$ cat src/inc/fpk_params.svh
// Offsets, field positions, reset values and timing counts of the front panel block
`ifndef FPK_PARAMS_SVH
`define FPK_PARAMS_SVH
`define FPK_CLK_NS 100
`define FPK_TICK_NS 1000000
`define FPK_TICK_CYC ((`FPK_TICK_NS + `FPK_CLK_NS - 1) / `FPK_CLK_NS)
`define FPK_HOLD_S 3
`define FPK_HOLD_TICKS (`FPK_HOLD_S * 1000)
`define FPK_BL_MIN 60
`define FPK_BL_TICKS (`FPK_BL_MIN * 60 * 1000)
`define FPK_DEB_MS 20
`define FPK_LCD_W 128
`define FPK_LCD_H 64
`define FPK_LCD_COLS 21
`define FPK_LCD_ROWS 8
`define FPK_MAX_CTRL_OBJ 6
`define FPK_MAX_STAT_OBJ 8
`define FPK_MAX_MEAS 6
`define FPK_OFF_CTRL 8'h00
`define FPK_OFF_LATCH 8'h04
`define FPK_OFF_STATUS 8'h08
`define FPK_OFF_KEYEVT 8'h0C
`define FPK_OFF_CONTRAST 8'h10
`define FPK_OFF_PASSWORD 8'h14
`define FPK_OFF_ALARMS 8'h18
`define FPK_OFF_DIAG 8'h1C
`define FPK_CTRL_CLR_BIT 0
`define FPK_CTRL_BLSRC_LSB 1
`define FPK_RST_CONTRAST 6'h20
`define FPK_RST_PASSWORD 16'h0000
`define FPK_RST_BLSRC 2'h0
`define FPK_K_CANCEL 0
`define FPK_K_UP 1
`define FPK_K_DOWN 2
`define FPK_K_LEFT 3
`define FPK_K_RIGHT 4
`define FPK_K_INFO 5
`define FPK_K_ENTER 6
`define FPK_K_PWR 7
`define FPK_K_CLRDI 8
`define FPK_K_BLDI 9
`define FPK_NPIN 10
`endif

$ cat src/inc/fpk_pkg.sv
// Types shared by the front panel block
package fpk_pkg;
	typedef enum logic [2:0] {
		FPK_MENU = 3'b001,
		FPK_PWD = 3'b010,
		FPK_ADJ = 3'b100
	} fpk_mode_e;
	typedef enum logic [1:0] {
		FPK_BL_DI = 2'h0,
		FPK_BL_VIN = 2'h1,
		FPK_BL_VOUT = 2'h2,
		FPK_BL_OFF = 2'h3
	} fpk_blsrc_e;
endpackage : fpk_pkg

$ cat src/hdl/fpk_debounce.sv
// Pin synchroniser and tick-based debouncer with edge pulses
`timescale 1ns/1ps
module fpk_debounce #(
	parameter int WIDTH = 10,
	parameter int DEB_TICKS = 20
) (
	// Clock and reset
	input wire logic clk_sys,
	input wire logic rst,
	input wire logic tick,
	// Raw pins and cleaned results
	input wire logic [WIDTH-1:0] raw,
	output logic [WIDTH-1:0] clean,
	output logic [WIDTH-1:0] rise,
	output logic [WIDTH-1:0] fall
);
	localparam int CW = $clog2(DEB_TICKS + 1);
	if (DEB_TICKS < 1 || WIDTH < 1) begin : g_chk
		$error("fpk_debounce: DEB_TICKS and WIDTH must be at least 1");
	end
	for (genvar i = 0; i < WIDTH; i++) begin : g_bit
		logic s1_r, s2_r, s3_r;
		logic [CW-1:0] cnt_r;
		always_ff @(posedge clk_sys) begin
			if (rst) begin
				s1_r <= 1'b0;
				s2_r <= 1'b0;
				s3_r <= 1'b0;
			end else begin
				s1_r <= raw[i];
				s2_r <= s1_r;
				s3_r <= s2_r;
			end
		end
		// A level only counts while the last two stages agree
		always_ff @(posedge clk_sys) begin
			if (rst) begin
				cnt_r <= '0;
				clean[i] <= 1'b0;
				rise[i] <= 1'b0;
				fall[i] <= 1'b0;
			end else begin
				rise[i] <= 1'b0;
				fall[i] <= 1'b0;
				if (s2_r != s3_r || s3_r == clean[i]) begin
					cnt_r <= '0;
				end else if (cnt_r == CW'(DEB_TICKS)) begin
					cnt_r <= '0;
					clean[i] <= s3_r;
					rise[i] <= s3_r;
					fall[i] <= ~s3_r;
				end else if (tick) begin
					cnt_r <= cnt_r + CW'(1);
				end
			end
		end
	end
endmodule : fpk_debounce

$ cat src/hdl/fpk_front_panel.sv
// Front panel keypad, indicator, latch, contrast and backlight logic behind an APB slave
//
// Function
// RULE_01 - Short cancel steps back; three second hold jumps to main menu start.
// RULE_02 - Up moves up or increments value; down moves down or decrements.
// RULE_03 - Left/right step parallel menus or pick the edited digit.
// RULE_04 - Info key shows details, opens password entry and contrast access.
// RULE_05 - Enter activates or confirms the selected function.
// RULE_06 - Power LED lit while auxiliary supply is present.
// RULE_07 - Error LED follows self-supervision relay exactly on internal fault.
// RULE_08 - Com LED lit or flashing while serial bus carries traffic.
// RULE_09 - Alarm LED lights when warning output group is activated.
// RULE_10 - Trip LED lights when opening command output is activated.
// RULE_11 - Non-latched alarm/trip LEDs go dark when their cause resets.
// RULE_12 - Each indicator and relay individually configurable as latching; power, error and com LEDs and self_sup_relay have no latch setting here.
// RULE_13 - Long cancel to initial display, then reset key clears all latches.
// RULE_14 - Acknowledging each alarm entry also reaches initial display for reset.
// RULE_15 - Latches also cleared by remote bus command or digital input.
// RULE_16 - Info+enter, four-digit password, confirm; then up/down adjust contrast.
// RULE_17 - Display is 128x64 pixels, 21 characters by eight rows.
// RULE_18 - Diagram holds at most six controllable and eight status objects.
// RULE_19 - Diagram shows at most six selected measurement values.
// RULE_20 - Setting picks backlight trigger: digital input, virtual input or output.
// RULE_21 - Rising trigger edge turns backlight on for 60 minutes.
// RULE_22 - New edge while lit restarts the full 60 minute period.
// RULE_23 - Keys debounced; cancel hold timed by a periodic time-base tick.
`timescale 1ns/1ps
`include "fpk_params.svh"
module fpk_front_panel #(
	parameter int TICK_CYC = `FPK_TICK_CYC,
	parameter int HOLD_TICKS = `FPK_HOLD_TICKS,
	parameter int BL_TICKS = `FPK_BL_TICKS,
	parameter int DEB_TICKS = `FPK_DEB_MS,
	parameter int RELAY_N = 8
) (
	// Clock and reset
	input wire logic clk_sys,
	input wire logic rst,
	// APB slave
	input wire logic psel,
	input wire logic penable,
	input wire logic pwrite,
	input wire logic [7:0] paddr,
	input wire logic [31:0] pwdata,
	output logic [31:0] prdata,
	output logic pready,
	output logic pslverr,
	// Push-buttons and pins
	input wire logic [6:0] key_raw,
	input wire logic aux_supply_pin,
	input wire logic latch_clr_pin,
	input wire logic backlight_di_pin,
	// Relay internals
	input wire logic int_fault,
	input wire logic com_active,
	input wire logic com_traffic,
	input wire logic warning_output_group,
	input wire logic opening_command_output,
	input wire logic [2:0] app_src,
	input wire logic [RELAY_N-1:0] relay_src,
	input wire logic backlight_vin,
	input wire logic backlight_vout,
	input wire logic alarm_new,
	// Indicators and outputs
	output logic led_power,
	output logic led_error,
	output logic led_com,
	output logic led_alarm,
	output logic led_trip,
	output logic [2:0] led_app,
	output logic [RELAY_N-1:0] relay_out,
	output logic self_sup_relay,
	output logic restart_req,
	output logic backlight_on,
	output logic [5:0] contrast,
	output logic [8:0] nav_evt
);
	localparam int TW = $clog2(TICK_CYC + 1);
	localparam int HW = $clog2(HOLD_TICKS + 1);
	localparam int BW = $clog2(BL_TICKS + 1);
	localparam int CH = 5 + RELAY_N;
	if (RELAY_N < 1 || RELAY_N > 8 || TICK_CYC < 2 || HOLD_TICKS < 2 || BL_TICKS < 2) begin : g_chk
		$error("fpk_front_panel: parameter out of range");
	end

	// Time base
	logic [TW-1:0] tick_cnt_r;
	logic tick_r;
	always_ff @(posedge clk_sys) begin
		if (rst) begin
			tick_cnt_r <= '0;
			tick_r <= 1'b0;
		end else begin
			tick_r <= (tick_cnt_r == TW'(TICK_CYC - 1)); // RULE_23
			tick_cnt_r <= (tick_cnt_r == TW'(TICK_CYC - 1)) ? '0 : tick_cnt_r + TW'(1);
		end
	end

	logic [`FPK_NPIN-1:0] pin_clean, pin_rise, pin_fall;
	fpk_debounce #(.WIDTH(`FPK_NPIN), .DEB_TICKS(DEB_TICKS)) u_deb ( // RULE_23
		.clk_sys(clk_sys),
		.rst(rst),
		.tick(tick_r),
		.raw({backlight_di_pin, latch_clr_pin, aux_supply_pin, key_raw}),
		.clean(pin_clean),
		.rise(pin_rise),
		.fall(pin_fall)
	);

	// APB decode; zero wait states, read data captured in the setup cycle
	logic wr_en;
	logic sel_ok;
	assign wr_en = psel & penable & pwrite;
	assign pready = 1'b1;
	always_comb begin
		case (paddr)
			`FPK_OFF_CTRL, `FPK_OFF_LATCH, `FPK_OFF_STATUS, `FPK_OFF_KEYEVT,
			`FPK_OFF_CONTRAST, `FPK_OFF_PASSWORD, `FPK_OFF_ALARMS, `FPK_OFF_DIAG: sel_ok = 1'b1;
			default: sel_ok = 1'b0;
		endcase
	end
	assign pslverr = psel & penable & ~sel_ok;

	logic [1:0] blsrc_r;
	logic [15:0] latch_cfg_r;
	logic [15:0] password_r;
	logic [19:0] diag_r;
	logic [8:0] evt_sticky_r;
	logic bus_clr_r;
	always_ff @(posedge clk_sys) begin
		if (rst) begin
			blsrc_r <= `FPK_RST_BLSRC;
			latch_cfg_r <= 16'h0000;
			password_r <= `FPK_RST_PASSWORD;
			diag_r <= 20'h00000;
			bus_clr_r <= 1'b0;
		end else begin
			bus_clr_r <= wr_en && paddr == `FPK_OFF_CTRL && pwdata[`FPK_CTRL_CLR_BIT]; // RULE_15
			if (wr_en && paddr == `FPK_OFF_CTRL)
				blsrc_r <= pwdata[`FPK_CTRL_BLSRC_LSB +: 2]; // RULE_20
			if (wr_en && paddr == `FPK_OFF_LATCH)
				latch_cfg_r <= pwdata[15:0]; // RULE_12
			if (wr_en && paddr == `FPK_OFF_PASSWORD)
				password_r <= pwdata[15:0];
			// Mask widths bound the diagram to its object and value limits
			if (wr_en && paddr == `FPK_OFF_DIAG)
				diag_r <= pwdata[19:0]; // RULE_18 RULE_19
		end
	end

	// Cancel hold and key decoding
	logic [HW-1:0] hold_r;
	logic long_evt, short_evt;
	always_ff @(posedge clk_sys) begin
		if (rst)
			hold_r <= '0;
		else if (!pin_clean[`FPK_K_CANCEL])
			hold_r <= '0;
		else if (tick_r && hold_r != HW'(HOLD_TICKS))
			hold_r <= hold_r + HW'(1); // RULE_23
	end
	assign long_evt = tick_r & pin_clean[`FPK_K_CANCEL] & (hold_r == HW'(HOLD_TICKS - 1)); // RULE_01
	assign short_evt = pin_fall[`FPK_K_CANCEL] & (hold_r != HW'(HOLD_TICKS)); // RULE_01

	fpk_pkg::fpk_mode_e mode_r;
	logic info_arm_r;
	logic [1:0] digit_r;
	logic [15:0] entry_r;
	logic pwd_bad_r;
	logic [5:0] contrast_r;
	logic home_r;
	logic [7:0] alarms_r;
	logic key_clr;
	logic [8:0] nav_nxt;
	logic up_k, dn_k, lf_k, rt_k, inf_k, ent_k;
	assign up_k = pin_rise[`FPK_K_UP];
	assign dn_k = pin_rise[`FPK_K_DOWN];
	assign lf_k = pin_rise[`FPK_K_LEFT];
	assign rt_k = pin_rise[`FPK_K_RIGHT];
	assign inf_k = pin_rise[`FPK_K_INFO];
	assign ent_k = pin_rise[`FPK_K_ENTER];
	// Enter on the initial display acts as the latch reset key
	assign key_clr = (mode_r == fpk_pkg::FPK_MENU) & home_r & ent_k & ~info_arm_r; // RULE_13 RULE_14

	function automatic logic [3:0] bcd_step(input logic [3:0] d, input logic up);
		if (up)
			bcd_step = (d >= 4'h9) ? 4'h0 : d + 4'h1;
		else
			bcd_step = (d == 4'h0 || d > 4'h9) ? 4'h9 : d - 4'h1;
	endfunction : bcd_step

	always_ff @(posedge clk_sys) begin
		if (rst) begin
			mode_r <= fpk_pkg::FPK_MENU;
			info_arm_r <= 1'b0;
			digit_r <= 2'h0;
			entry_r <= 16'h0000;
			pwd_bad_r <= 1'b0;
			contrast_r <= `FPK_RST_CONTRAST;
		end else if (long_evt) begin
			mode_r <= fpk_pkg::FPK_MENU; // RULE_01
			info_arm_r <= 1'b0;
		end else begin
			case (mode_r)
				fpk_pkg::FPK_MENU: begin
					if (inf_k)
						info_arm_r <= 1'b1; // RULE_04
					else if (ent_k && info_arm_r) begin
						mode_r <= fpk_pkg::FPK_PWD; // RULE_16
						info_arm_r <= 1'b0;
						digit_r <= 2'h0;
						entry_r <= 16'h0000;
					end else if (up_k | dn_k | lf_k | rt_k | ent_k | short_evt)
						info_arm_r <= 1'b0;
				end
				fpk_pkg::FPK_PWD: begin
					if (up_k | dn_k)
						entry_r[digit_r*4 +: 4] <= bcd_step(entry_r[digit_r*4 +: 4], up_k); // RULE_02
					else if (lf_k)
						digit_r <= digit_r + 2'h1; // RULE_03
					else if (rt_k)
						digit_r <= digit_r - 2'h1; // RULE_03
					else if (ent_k) begin
						pwd_bad_r <= (entry_r != password_r); // RULE_05 RULE_16
						mode_r <= (entry_r == password_r) ? fpk_pkg::FPK_ADJ : fpk_pkg::FPK_MENU;
					end else if (short_evt)
						mode_r <= fpk_pkg::FPK_MENU;
				end
				fpk_pkg::FPK_ADJ: begin
					if (up_k && contrast_r != 6'h3F)
						contrast_r <= contrast_r + 6'h01; // RULE_16
					else if (dn_k && contrast_r != 6'h00)
						contrast_r <= contrast_r - 6'h01; // RULE_16
					else if (short_evt || ent_k)
						mode_r <= fpk_pkg::FPK_MENU;
				end
				default: mode_r <= fpk_pkg::FPK_MENU;
			endcase
			if (wr_en && paddr == `FPK_OFF_CONTRAST)
				contrast_r <= pwdata[5:0];
		end
	end

	// Alarm list: each short cancel in menu mode acknowledges one entry
	always_ff @(posedge clk_sys) begin
		if (rst) begin
			alarms_r <= 8'h00;
			home_r <= 1'b0;
		end else begin
			if (alarm_new && !(short_evt && alarms_r != 8'h00 && mode_r == fpk_pkg::FPK_MENU)) begin
				if (alarms_r != 8'hFF)
					alarms_r <= alarms_r + 8'h01;
			end else if (!alarm_new && short_evt && alarms_r != 8'h00 && mode_r == fpk_pkg::FPK_MENU)
				alarms_r <= alarms_r - 8'h01; // RULE_14
			if (long_evt)
				home_r <= 1'b1; // RULE_13
			else if (short_evt && alarms_r == 8'h01 && !alarm_new && mode_r == fpk_pkg::FPK_MENU)
				home_r <= 1'b1; // RULE_14
			else if (up_k | dn_k | lf_k | rt_k | inf_k | (short_evt && alarms_r == 8'h00) | (mode_r != fpk_pkg::FPK_MENU))
				home_r <= 1'b0;
		end
	end

	// Navigation pulses to the menu firmware
	always_comb begin
		nav_nxt = 9'h000;
		if (mode_r == fpk_pkg::FPK_MENU) begin
			nav_nxt[0] = short_evt; // RULE_01
			nav_nxt[2] = up_k; // RULE_02
			nav_nxt[3] = dn_k; // RULE_02
			nav_nxt[4] = lf_k; // RULE_03
			nav_nxt[5] = rt_k; // RULE_03
			nav_nxt[6] = inf_k; // RULE_04
			nav_nxt[7] = ent_k & ~info_arm_r & ~home_r; // RULE_05
		end
		nav_nxt[1] = long_evt; // RULE_01
		nav_nxt[8] = key_clr;
	end
	always_ff @(posedge clk_sys) begin
		if (rst) begin
			nav_evt <= 9'h000;
			evt_sticky_r <= 9'h000;
		end else begin
			nav_evt <= nav_nxt;
			// New events win over a same-cycle write-one-to-clear
			evt_sticky_r <= (evt_sticky_r & ~((wr_en && paddr == `FPK_OFF_KEYEVT) ? pwdata[8:0] : 9'h000)) | nav_nxt;
		end
	end

	// Latching indicators and relays
	logic latch_clr;
	logic [CH-1:0] ch_src, ch_cfg, ch_out_r;
	assign latch_clr = key_clr | bus_clr_r | pin_rise[`FPK_K_CLRDI]; // RULE_13 RULE_15
	assign ch_src = {relay_src, app_src, opening_command_output, warning_output_group}; // RULE_09 RULE_10
	assign ch_cfg = {latch_cfg_r[8 +: RELAY_N], latch_cfg_r[4:0]};
	for (genvar c = 0; c < CH; c++) begin : g_ch
		always_ff @(posedge clk_sys) begin
			if (rst)
				ch_out_r[c] <= 1'b0;
			else
				ch_out_r[c] <= ch_src[c] | (ch_out_r[c] & ch_cfg[c] & ~latch_clr); // RULE_11 RULE_12
		end
	end
	assign led_alarm = ch_out_r[0];
	assign led_trip = ch_out_r[1];
	assign led_app = ch_out_r[4:2];
	assign relay_out = ch_out_r[CH-1:5];

	// Fixed indicators
	logic fault_d_r;
	always_ff @(posedge clk_sys) begin
		if (rst) begin
			led_power <= 1'b0;
			led_error <= 1'b0;
			self_sup_relay <= 1'b0;
			fault_d_r <= 1'b0;
			restart_req <= 1'b0;
			led_com <= 1'b0;
		end else begin
			led_power <= pin_clean[`FPK_K_PWR]; // RULE_06
			led_error <= int_fault; // RULE_07
			self_sup_relay <= int_fault; // RULE_07
			fault_d_r <= int_fault;
			restart_req <= int_fault & ~fault_d_r; // RULE_07
			// Traffic pulses invert the LED, blanking it while com_active is high, so a busy bus flashes it
			led_com <= com_active & ~com_traffic | com_traffic & ~com_active; // RULE_08
		end
	end

	// Backlight timer
	logic bl_sel, bl_prev_r, bl_edge;
	logic [BW-1:0] bl_cnt_r;
	always_comb begin
		case (fpk_pkg::fpk_blsrc_e'(blsrc_r))
			fpk_pkg::FPK_BL_DI: bl_sel = pin_clean[`FPK_K_BLDI]; // RULE_20
			fpk_pkg::FPK_BL_VIN: bl_sel = backlight_vin; // RULE_20
			fpk_pkg::FPK_BL_VOUT: bl_sel = backlight_vout; // RULE_20
			default: bl_sel = 1'b0;
		endcase
	end
	assign bl_edge = bl_sel & ~bl_prev_r;
	always_ff @(posedge clk_sys) begin
		if (rst) begin
			bl_prev_r <= 1'b0;
			bl_cnt_r <= '0;
			backlight_on <= 1'b0;
		end else begin
			bl_prev_r <= bl_sel;
			if (bl_edge) begin
				bl_cnt_r <= BW'(BL_TICKS); // RULE_21 RULE_22
				backlight_on <= 1'b1;
			end else if (tick_r && bl_cnt_r != '0) begin
				bl_cnt_r <= bl_cnt_r - BW'(1);
				backlight_on <= (bl_cnt_r != BW'(1)); // RULE_21
			end
		end
	end
	assign contrast = contrast_r;

	// Register read data
	always_ff @(posedge clk_sys) begin
		if (rst)
			prdata <= 32'h00000000;
		else if (psel && !penable) begin
			case (paddr)
				`FPK_OFF_CTRL: prdata <= {29'h0, blsrc_r, 1'b0};
				`FPK_OFF_LATCH: prdata <= {16'h0, latch_cfg_r};
				`FPK_OFF_STATUS: prdata <= {10'h000, pwd_bad_r, mode_r, home_r, backlight_on,
					8'(ch_out_r[CH-1:5]), led_app, led_trip, led_alarm, led_com, led_error, led_power};
				`FPK_OFF_KEYEVT: prdata <= {23'h0, evt_sticky_r};
				`FPK_OFF_CONTRAST: prdata <= {26'h0, contrast_r};
				`FPK_OFF_PASSWORD: prdata <= {16'h0, password_r};
				`FPK_OFF_ALARMS: prdata <= {24'h0, alarms_r};
				`FPK_OFF_DIAG: prdata <= {12'h0, diag_r};
				default: prdata <= 32'h00000000;
			endcase
		end
	end

	// Checks
	err_follows_relay_a: assert property (@(posedge clk_sys) disable iff (rst) // RULE_07
		(led_error == self_sup_relay) and (int_fault |=> led_error)) else $error("error LED differs from relay");
	power_led_a: assert property (@(posedge clk_sys) disable iff (rst) // RULE_06
		pin_clean[`FPK_K_PWR] |=> led_power) else $error("power LED not lit with supply");
	long_cancel_home_a: assert property (@(posedge clk_sys) disable iff (rst) // RULE_01
		long_evt |=> home_r && nav_evt[1] && mode_r == fpk_pkg::FPK_MENU) else $error("long cancel missed");
	latch_hold_a: assert property (@(posedge clk_sys) disable iff (rst) // RULE_12
		led_alarm && ch_cfg[0] && !latch_clr |=> led_alarm) else $error("latched alarm LED dropped");
	unlatched_drop_a: assert property (@(posedge clk_sys) disable iff (rst) // RULE_11
		!ch_cfg[1] && !opening_command_output |=> !led_trip) else $error("unlatched trip LED stayed lit");
	clear_latch_a: assert property (@(posedge clk_sys) disable iff (rst) // RULE_15
		latch_clr && !warning_output_group |=> !led_alarm) else $error("latch clear ignored");
	bl_restart_a: assert property (@(posedge clk_sys) disable iff (rst) // RULE_22
		bl_edge |=> bl_cnt_r == BW'(BL_TICKS) && backlight_on) else $error("backlight period not restarted");
	bl_state_a: assert property (@(posedge clk_sys) disable iff (rst) // RULE_21
		backlight_on == (bl_cnt_r != '0)) else $error("backlight state and timer disagree");
	contrast_up_a: assert property (@(posedge clk_sys) disable iff (rst) // RULE_16
		mode_r == fpk_pkg::FPK_ADJ && up_k && !long_evt && contrast_r != 6'h3F && !wr_en
		|=> contrast_r == $past(contrast_r) + 6'h01) else $error("contrast not raised");
endmodule : fpk_front_panel

$ cat config.mk
export PLATFORM = sky130hd
export DESIGN_NAME = fpk_front_panel
export DESIGN_NICKNAME = d
export VERILOG_FILES = /design/src/inc/fpk_pkg.sv /design/src/hdl/fpk_debounce.sv /design/src/hdl/fpk_front_panel.sv
export VERILOG_INCLUDE_DIRS = /design/src /design/src/inc
export SDC_FILE = /design/constraint.sdc
export NUM_CORES = 1
export LEC_CHECK = 0
export BUFFER_PORTS_ARGS = -buffer_cell sky130_fd_sc_hd__buf_4
export CORE_MARGIN = 8
export CORE_UTILIZATION = 45
export CTS_CLUSTER_SIZE = 30
export DETAILED_ROUTE_END_ITERATION = 8
export PLACE_DENSITY_LB_ADDON = 0.15
export SLEW_MARGIN = 40
export SYNTH_ARGS = -nofsm -noshare
export SYNTH_HDL_FRONTEND = slang
export SYNTH_SLANG_ARGS = --single-unit
$ cat constraint.sdc
create_clock -name clk_sys -period 2.9 [get_ports clk_sys]
set_input_delay 0.145 -clock clk_sys [delete_from_list [all_inputs] [get_ports clk_sys]]
set_output_delay 0.145 -clock clk_sys [all_outputs]
set_load 0.01 [all_outputs]
[After elaboration in Yosys (flattened, before gate mapping)]
Memories as Yosys holds them, arrays and structs flattened.
Index checks and enable logic that the tools add are counted.
Word-level totals
  bits in registers: 309
  bits in latches: 0
  memory bits (writable): 0
  ROM bits: 32
  input port bits: 74
  output and inout bits: 68
  word-level logic and storage cells: 435
  memories kept: 1
Operators by class
  $add $sub $neg: 22
  multipliers: 0
  div/mod/pow operators: 0
  $lt $le $gt $ge: 2
  eq/ne operators: 64
  shift operators: 3
  muxes and demuxes: 53
  bitwise operators: 100
  reduce and logical (&&, ||, !) cells: 92
Memories
  (no name shown): depth 32, width 1, rd ports 1, clocked after Yosys merged registers in 0, write ports 0, line fpk_front_panel.sv:116  | case (paddr)
Operator list (number)
  one-hot mux 22 bit (8 select lines): 1
  OR reduction 3 bit: 18
  adder 5 x 1 -> 5 bit, second input constant: 10
  equality test 5 bit, second input constant: 10
  2-to-1 mux 16 bit: 3
  2-to-1 mux 22 bit: 2
  AND 1 bit: 41
  negation 4 -> 34 bit: 1
  variable shift 4 x 34 -> 16 bit, first input constant: 1
  indexed part select 4 x 34 -> 16 bit: 1
  2-to-1 mux 3 bit: 11
  equality test 8 x 5 -> 1 bit, second input constant: 4
  inverter 1 bit: 32
  one-hot mux 16 bit (2 select lines): 1
  2-to-1 mux 6 bit: 5
  2-to-1 mux 4 bit: 7
  2-to-1 mux 8 bit: 3
  OR 1 bit: 24
  AND reduction 2 bit: 12
  logical AND 1 bit: 23
  != test 22 x 1 -> 1 bit, second input constant: 1
  nonzero test 22 bit: 1
  subtractor 22 x 1 -> 22 bit, second input constant: 1
  != test 2 bit, second input constant: 9
  other kinds (58): 114

[Longest topological paths before layout]
  word-level depth: 13
  depth in mapped cells: 10
  mapped depth without buffers: 9

[Modules after synthesis]
From an unflattened synthesis, not the netlist that was laid out.
Unflattened totals
  cell total of the unflattened synthesis: 1592
  area, all modules: 14012.2 um^2
By module, submodules not included
  fpk_front_panel: instances 1, cells each 1110, area an instance 9490.4 um^2, sequential area each 4023.9 um^2
  fpk_debounce: instances 1, cells each 482, area an instance 4521.8 um^2, sequential area each 2202.1 um^2

[Worst setup path before layout]
OpenSTA, ideal clock, no wires.
  kind: register -> register
  start: reg contrast_r[0] (netlist: contrast[0])
  end: reg contrast_r[5] (netlist: contrast[5])
  library setup time: 74 ps
  arrival time: 2385 ps
  required time: 2826 ps
  slack: 441 ps
  stages on the path, launching flop included: 10
  path buffers: 0
  clock period less this slack: 2459 ps
  cell sequence: dfxtp_1 > nand4_1 > o21ai_0 > ha_1 > a211oi_1 > o21bai_1 > a21oi_1 > xor2_1 > mux2i_1 > o21ai_0
On the way
  longest elaborated chain between the ends: 5
  elaborated cells on any way between the ends: 12
  classes of those cells: 2 x add/sub; 1 x eq/ne; 4 x mux; 5 x reduce/logical
RTL lines
  start: declaration: line fpk_front_panel.sv:170  | logic [5:0] contrast_r;
  start signal: assignment: line fpk_front_panel.sv:199  | contrast_r <= `FPK_RST_CONTRAST;
  start signal: assignment: line fpk_front_panel.sv:231  | contrast_r <= contrast_r + 6'h01;
  start signal: assignment: line fpk_front_panel.sv:233  | contrast_r <= contrast_r - 6'h01;
  subtractor 6 x 1 -> 6 bit or != test 6 bit (tied branches): line fpk_front_panel.sv:233, fpk_front_panel.sv:230
  2-to-1 mux 6 bit or logical AND 1 bit (tied branches): line fpk_front_panel.sv:232, fpk_front_panel.sv:230
  2-to-1 mux 6 bit: line fpk_front_panel.sv:230  | if (up_k && contrast_r != 6'h3F)
  2-to-1 mux 6 bit: line fpk_front_panel.sv:204  | case (mode_r)
  2-to-1 mux 6 bit: line fpk_front_panel.sv:239  | if (wr_en && paddr == `FPK_OFF_CONTRAST)
Several ways; a longest one is shown, not always the timed one. The select of a mux whose other input is x is not followed.
A chain may end at the register's enable or synchronous reset.

[Final worst setup path]
  start: reg contrast_r[1] (netlist: contrast[1])
  end: reg contrast_r[5] (netlist: contrast[5])
The elaborated chain is that of the path after synthesis.

==> results.tsv <==
stage	metric	value	unit
outcome	status	finished, final reports clean	
sta	RSZ-0062 raised after global routing	false	
critical_path	slowest cell on the critical path	o21ai_0	
cells_and_area	Ant. Diodes	0	
global_route	largest net degree at the start of global routing	85	
floorplan	Die X-Extent	189.6	um
sta	worst slew pin tran	0.7772	ns
logic_synthesis	complex-gate fraction of the synthesized area	0.1385	
logic_synthesis	Post-Synth XOR/XNOR Area	0.06846	
logic_synthesis	EDFF count, synth	0	
place	Area after DPL	14850	um^2
global_route	first-pass GRT wire length	58.59	mm
power	leak pwr	6.250	nW
cts	TritonCTS buffer count	34	
critical_path	delay of the slowest critical-path stage	0.53	ns
sta	TNS Setup	0	ns
sta	highest clock rate	0.3820	GHz
global_route	initial antenna violation count	0	
detailed_routing	number of DRC markers in iteration 0	832	
global_route	vias in the first global route	11150	
cts	CTS root buf	clkbuf_16	
cells_and_area	Post-Layout Cell Count	2122	
sta	fin crit share	0.9026	
detailed_routing	Routed WL per cell	17.05	um
min_path	hold depth	5	
global_route	grt total ovfl	0	
sta	skew final	0.02864	ns
critical_path	Reg2Reg Depth	9	
critical_path	CP Depth	9	
cts	Clock Sinks	299	
floorplan	initial core utilization	0.4576	
logic_synthesis	Netlist Area Pre-Place	13560	um^2
place	Port Buffers	118	
logic_synthesis	Ys Warns	0	
sta	Rel. slew slack	0.4819	
cells_and_area	area grow syn2layout	21.15	%
power	power density cells	538.8	nW/um^2
cts	worst skew pair latency	0.51	ns
logic_synthesis	synth unique cells	84	
detailed_routing	Remaining DRCs	0	
logic_synthesis	synthesized area per cell	8.738	um^2
power	total power	8.852	mW
detailed_routing	WL final	36.18	mm
flow_run	max-cap violations	0	
logic_synthesis	mux contribution to synthesized area	0.03497	
critical_path	CP dominant cell by count	o21ai_0	
floorplan	IO Count	142	
place	GPL Wtd Cong	0.8731	
logic_synthesis	Gate Count Post-Synth	1552	
min_path	Min-Delay Path Class	primary input to flip-flop	
critical_path	CP bufs+invs	0	
logic_synthesis	Synth Area in Simple Gates	0.2353	
cts	CTS max path bufs	3	
logic_synthesis	post-synthesis adder-cell area fraction	0.04023	
sta	Hold Vio Cnt, Final	0	
floorplan	die area	35950	um^2
sta	pins over their slew limit	0	
cts	CTS tree	yes	
cts	CTS clk-pin slew, worst paths	0.06	ns
sta	endpoints failing setup	0	
floorplan	die height	189.6	um
critical_path	critical path class	flip-flop to flip-flop	
place	post-DP HPWL	25.61	mm
floorplan	core area	29640	um^2
cts	H-tree Lvls	2	
global_route	GRT Overall Usage	0.1962	
logic_synthesis	largest family of logic cells by synthesized area	simple AND/OR/NAND/NOR gates	
sta	Tmin final	2.617	ns
place	Placed Instances	2016	
cts	Resized Gates After CTS	0	
cts	setup repair bufs after CTS	0	
logic_synthesis	register bit total from synthesis	299	
cells_and_area	layout cell share with drive strength beyond 1	0.1426	
critical_path	CP Launch Type	flip-flop	
detailed_routing	drt pass-1 iters	6	
logic_synthesis	Async S/R FF share, synth	0	
logic_synthesis	post-synthesis sequential area ratio	0.4414	
cells_and_area	Reg area	5987	um^2
detailed_routing	number of routed nets with antenna violations	0	
cells_and_area	fill cell instance count of the final layout	2746	
detailed_routing	vias post-DR	11620	
critical_path	worst path required time	3.33	ns
detailed_routing	Via-to-Cell Ratio	5.474	
power	VDD IR max	0.3244	mV
logic_synthesis	Primary FF master, synth	dfxtp_1	
critical_path	critical path capture point type	flip-flop	
critical_path	Worst path top cell family by delay	compound AO/OA/AOI/OAI gates	
cells_and_area	cell area after layout	16430	um^2
critical_path	WP data arrival	3.05	ns
cts	Hold-fix buffers, CTS	47	
cells_and_area	fin nets	1826	
critical_path	worst-path fanout max	7	
floorplan	Core Rows	63	
cells_and_area	area of the multi-input gates	7067	um^2
critical_path	Critical Path, Cell by Cell	nand4_1, o21ai_0, ha_1, a211oi_1, o21bai_1, a21oi_1, xor2_1, mux2i_1, o21ai_0	
-- where the power goes --
group | switching [mW] | internal [mW] | total, mW | leakage, nW
logic | 0.223 | 0.196 | 0.419 | 3.29
clock network | 1.65 | 2.59 | 4.24 | 0.540
registers | 0.0397 | 4.16 | 4.20 | 2.42
total | 1.92 | 6.94 | 8.85 | 6.25
-- placed cells by master (no fill, tap or decap), types with 21 or more instances in the layout --
cell,instances
inv_1,45
a21oi_1,108
mux2i_1,26
a31oi_1,31
o21ai_0,42
nor4_1,23
nand2_1,180
a22oi_1,31
nor2_1,204
clkbuf_16,35
dfxtp_1,298
xor2_1,69
ha_1,42
xnor2_1,37
nand3_1,21
buf_4,145
nor2b_1,36
dlygate4sd3_1,47
nand4_1,41
-- kinds of logic (layout without fill, tap and decap cells) --
| family | Yosys count | count (layout) |
|---|---|---|
| mux | 39 | 39 |
| simple gates | 637 | 637 |
| compound gates | 297 | 297 |
| flops | 299 | 299 |
| xor+xnor | 106 | 106 |
| buf+inv | 129 | 300 |
| other cells | 2 | 11 |
| fa+ha+maj | 43 | 43 |
-- registers in the layout, indices dropped and copies added, names as in the netlist, 9 cells and up --
register / flops
tick_cnt_r: 14
nav_evt: 9
password_r: 16
entry_r: 16
prdata: 22
hold_r: 12
u_deb.g_bit.s3_r: 10
diag_r: 20
u_deb.g_bit.s1_r: 10
u_deb.clean: 10
bl_cnt_r: 22
evt_sticky_r: 9
u_deb.g_bit.s2_r: 10
u_deb.g_bit.cnt_r: 50
latch_cfg_r: 16
-- worst reg2reg max path: stages, from the launching register on --
cell and delay, ns:
dfxtp_1 0.50, nand4_1 0.16, o21ai_0 0.53, ha_1 0.36, a211oi_1 0.31, o21bai_1 0.12
a21oi_1 0.20, xor2_1 0.15, mux2i_1 0.07, o21ai_0 0.14
-- path summary, 6_finish.rpt --
kind                                                     start                             end  slack [ns]
worst min-delay path                            backlight_vout            bl_prev_r$_SDFF_PP0_        0.02
worst max-delay path                  contrast[1]$_SDFFE_PP0P_        contrast[5]$_SDFFE_PP1P_        0.28
worst min register to register  u_deb.g_bit[0].s1_r$_SDFF_PP0_  u_deb.g_bit[0].s2_r$_SDFF_PP0_        0.43
worst max register to register        contrast[1]$_SDFFE_PP0P_        contrast[5]$_SDFFE_PP1P_        0.28
-- metrics by stage --
step           setup WS (ns)  utilization  hold WS (ns)
4_1_cts               0.2863       0.5543       0.01089
5_1_grt              0.06037       0.5543       0.03668
3_3_place_gp          0.3505       0.5012        0.3514
6_report              0.2825       0.5543       0.02212
3_5_place_dp          0.3161       0.5012        0.3562
2_1_floorplan         0.4411            -        0.2627
-- cell type report --
cell class / count / share of cell area
clock buffer: 47 / 0.05849
clock inverter: 12 / 0.008758
inverter: 46 / 0.01051
multi-input combinational: 1133 / 0.4301
sequential: 299 / 0.3644
tap: 390 / 0.02970
timing repair buffer: 195 / 0.09801
-- synth_stat cells (4+ instances only) --
| cell | count | area [um^2] |
|---|---|---|
| a211o_1 | 4 | 35.03 |
| a211oi_1 | 6 | 45.04 |
| a21o_1 | 9 | 67.56 |
| a21oi_1 | 108 | 540.5 |
| a221oi_1 | 4 | 35.03 |
| a22oi_1 | 31 | 232.7 |
| a31o_2 | 9 | 78.83 |
| a31oi_1 | 31 | 193.9 |
| and2_1 | 5 | 31.28 |
| and3_1 | 20 | 125.1 |
| and4_1 | 5 | 43.79 |
| and4b_1 | 7 | 70.07 |
| buf_1 | 5 | 18.77 |
| buf_2 | 6 | 30.03 |
| buf_4 | 12 | 90.09 |
| clkbuf_1 | 58 | 217.7 |
| dfxtp_1 | 299 | 5986 |
| ha_1 | 42 | 525.5 |
| inv_1 | 45 | 168.9 |
| mux2_2 | 6 | 67.56 |
| mux2i_1 | 26 | 260.3 |
| mux4_2 | 6 | 135.1 |
| nand2_1 | 180 | 675.7 |
| nand2b_1 | 13 | 81.33 |
| nand3_1 | 21 | 105.1 |
| nand4_1 | 41 | 256.5 |
| nand4b_1 | 8 | 70.07 |
| nor2_1 | 204 | 765.7 |
| nor2b_1 | 37 | 231.5 |
| nor3_1 | 16 | 80.08 |
| nor3b_1 | 6 | 45.04 |
| nor4_1 | 23 | 143.9 |
| nor4b_1 | 4 | 35.03 |
| o211ai_1 | 6 | 45.04 |
| o21ai_0 | 42 | 210.2 |
| o21bai_1 | 4 | 30.03 |
| o2bb2ai_1 | 16 | 140.1 |
| o31ai_1 | 5 | 37.54 |
| or3_1 | 15 | 93.84 |
| or4_1 | 4 | 30.03 |
| xnor2_1 | 37 | 324.1 |
| xor2_1 | 69 | 604.3 |
-- per-layer routing --
| metal | GRT usage | share of wire | up-vias |
|---|---|---|---|
| li1 | - | - | 5717 |
| met4 | 0.05893 | 0.023 | 0 |
| met1 | 0.2538 | 0.45 | 5531 |
| met5 | 0 | 0 | - |
| met2 | 0.3329 | 0.47 | 313 |
| met3 | 0.03131 | 0.053 | 55 |
Note: power is estimated with default switching activity, not from simulation.
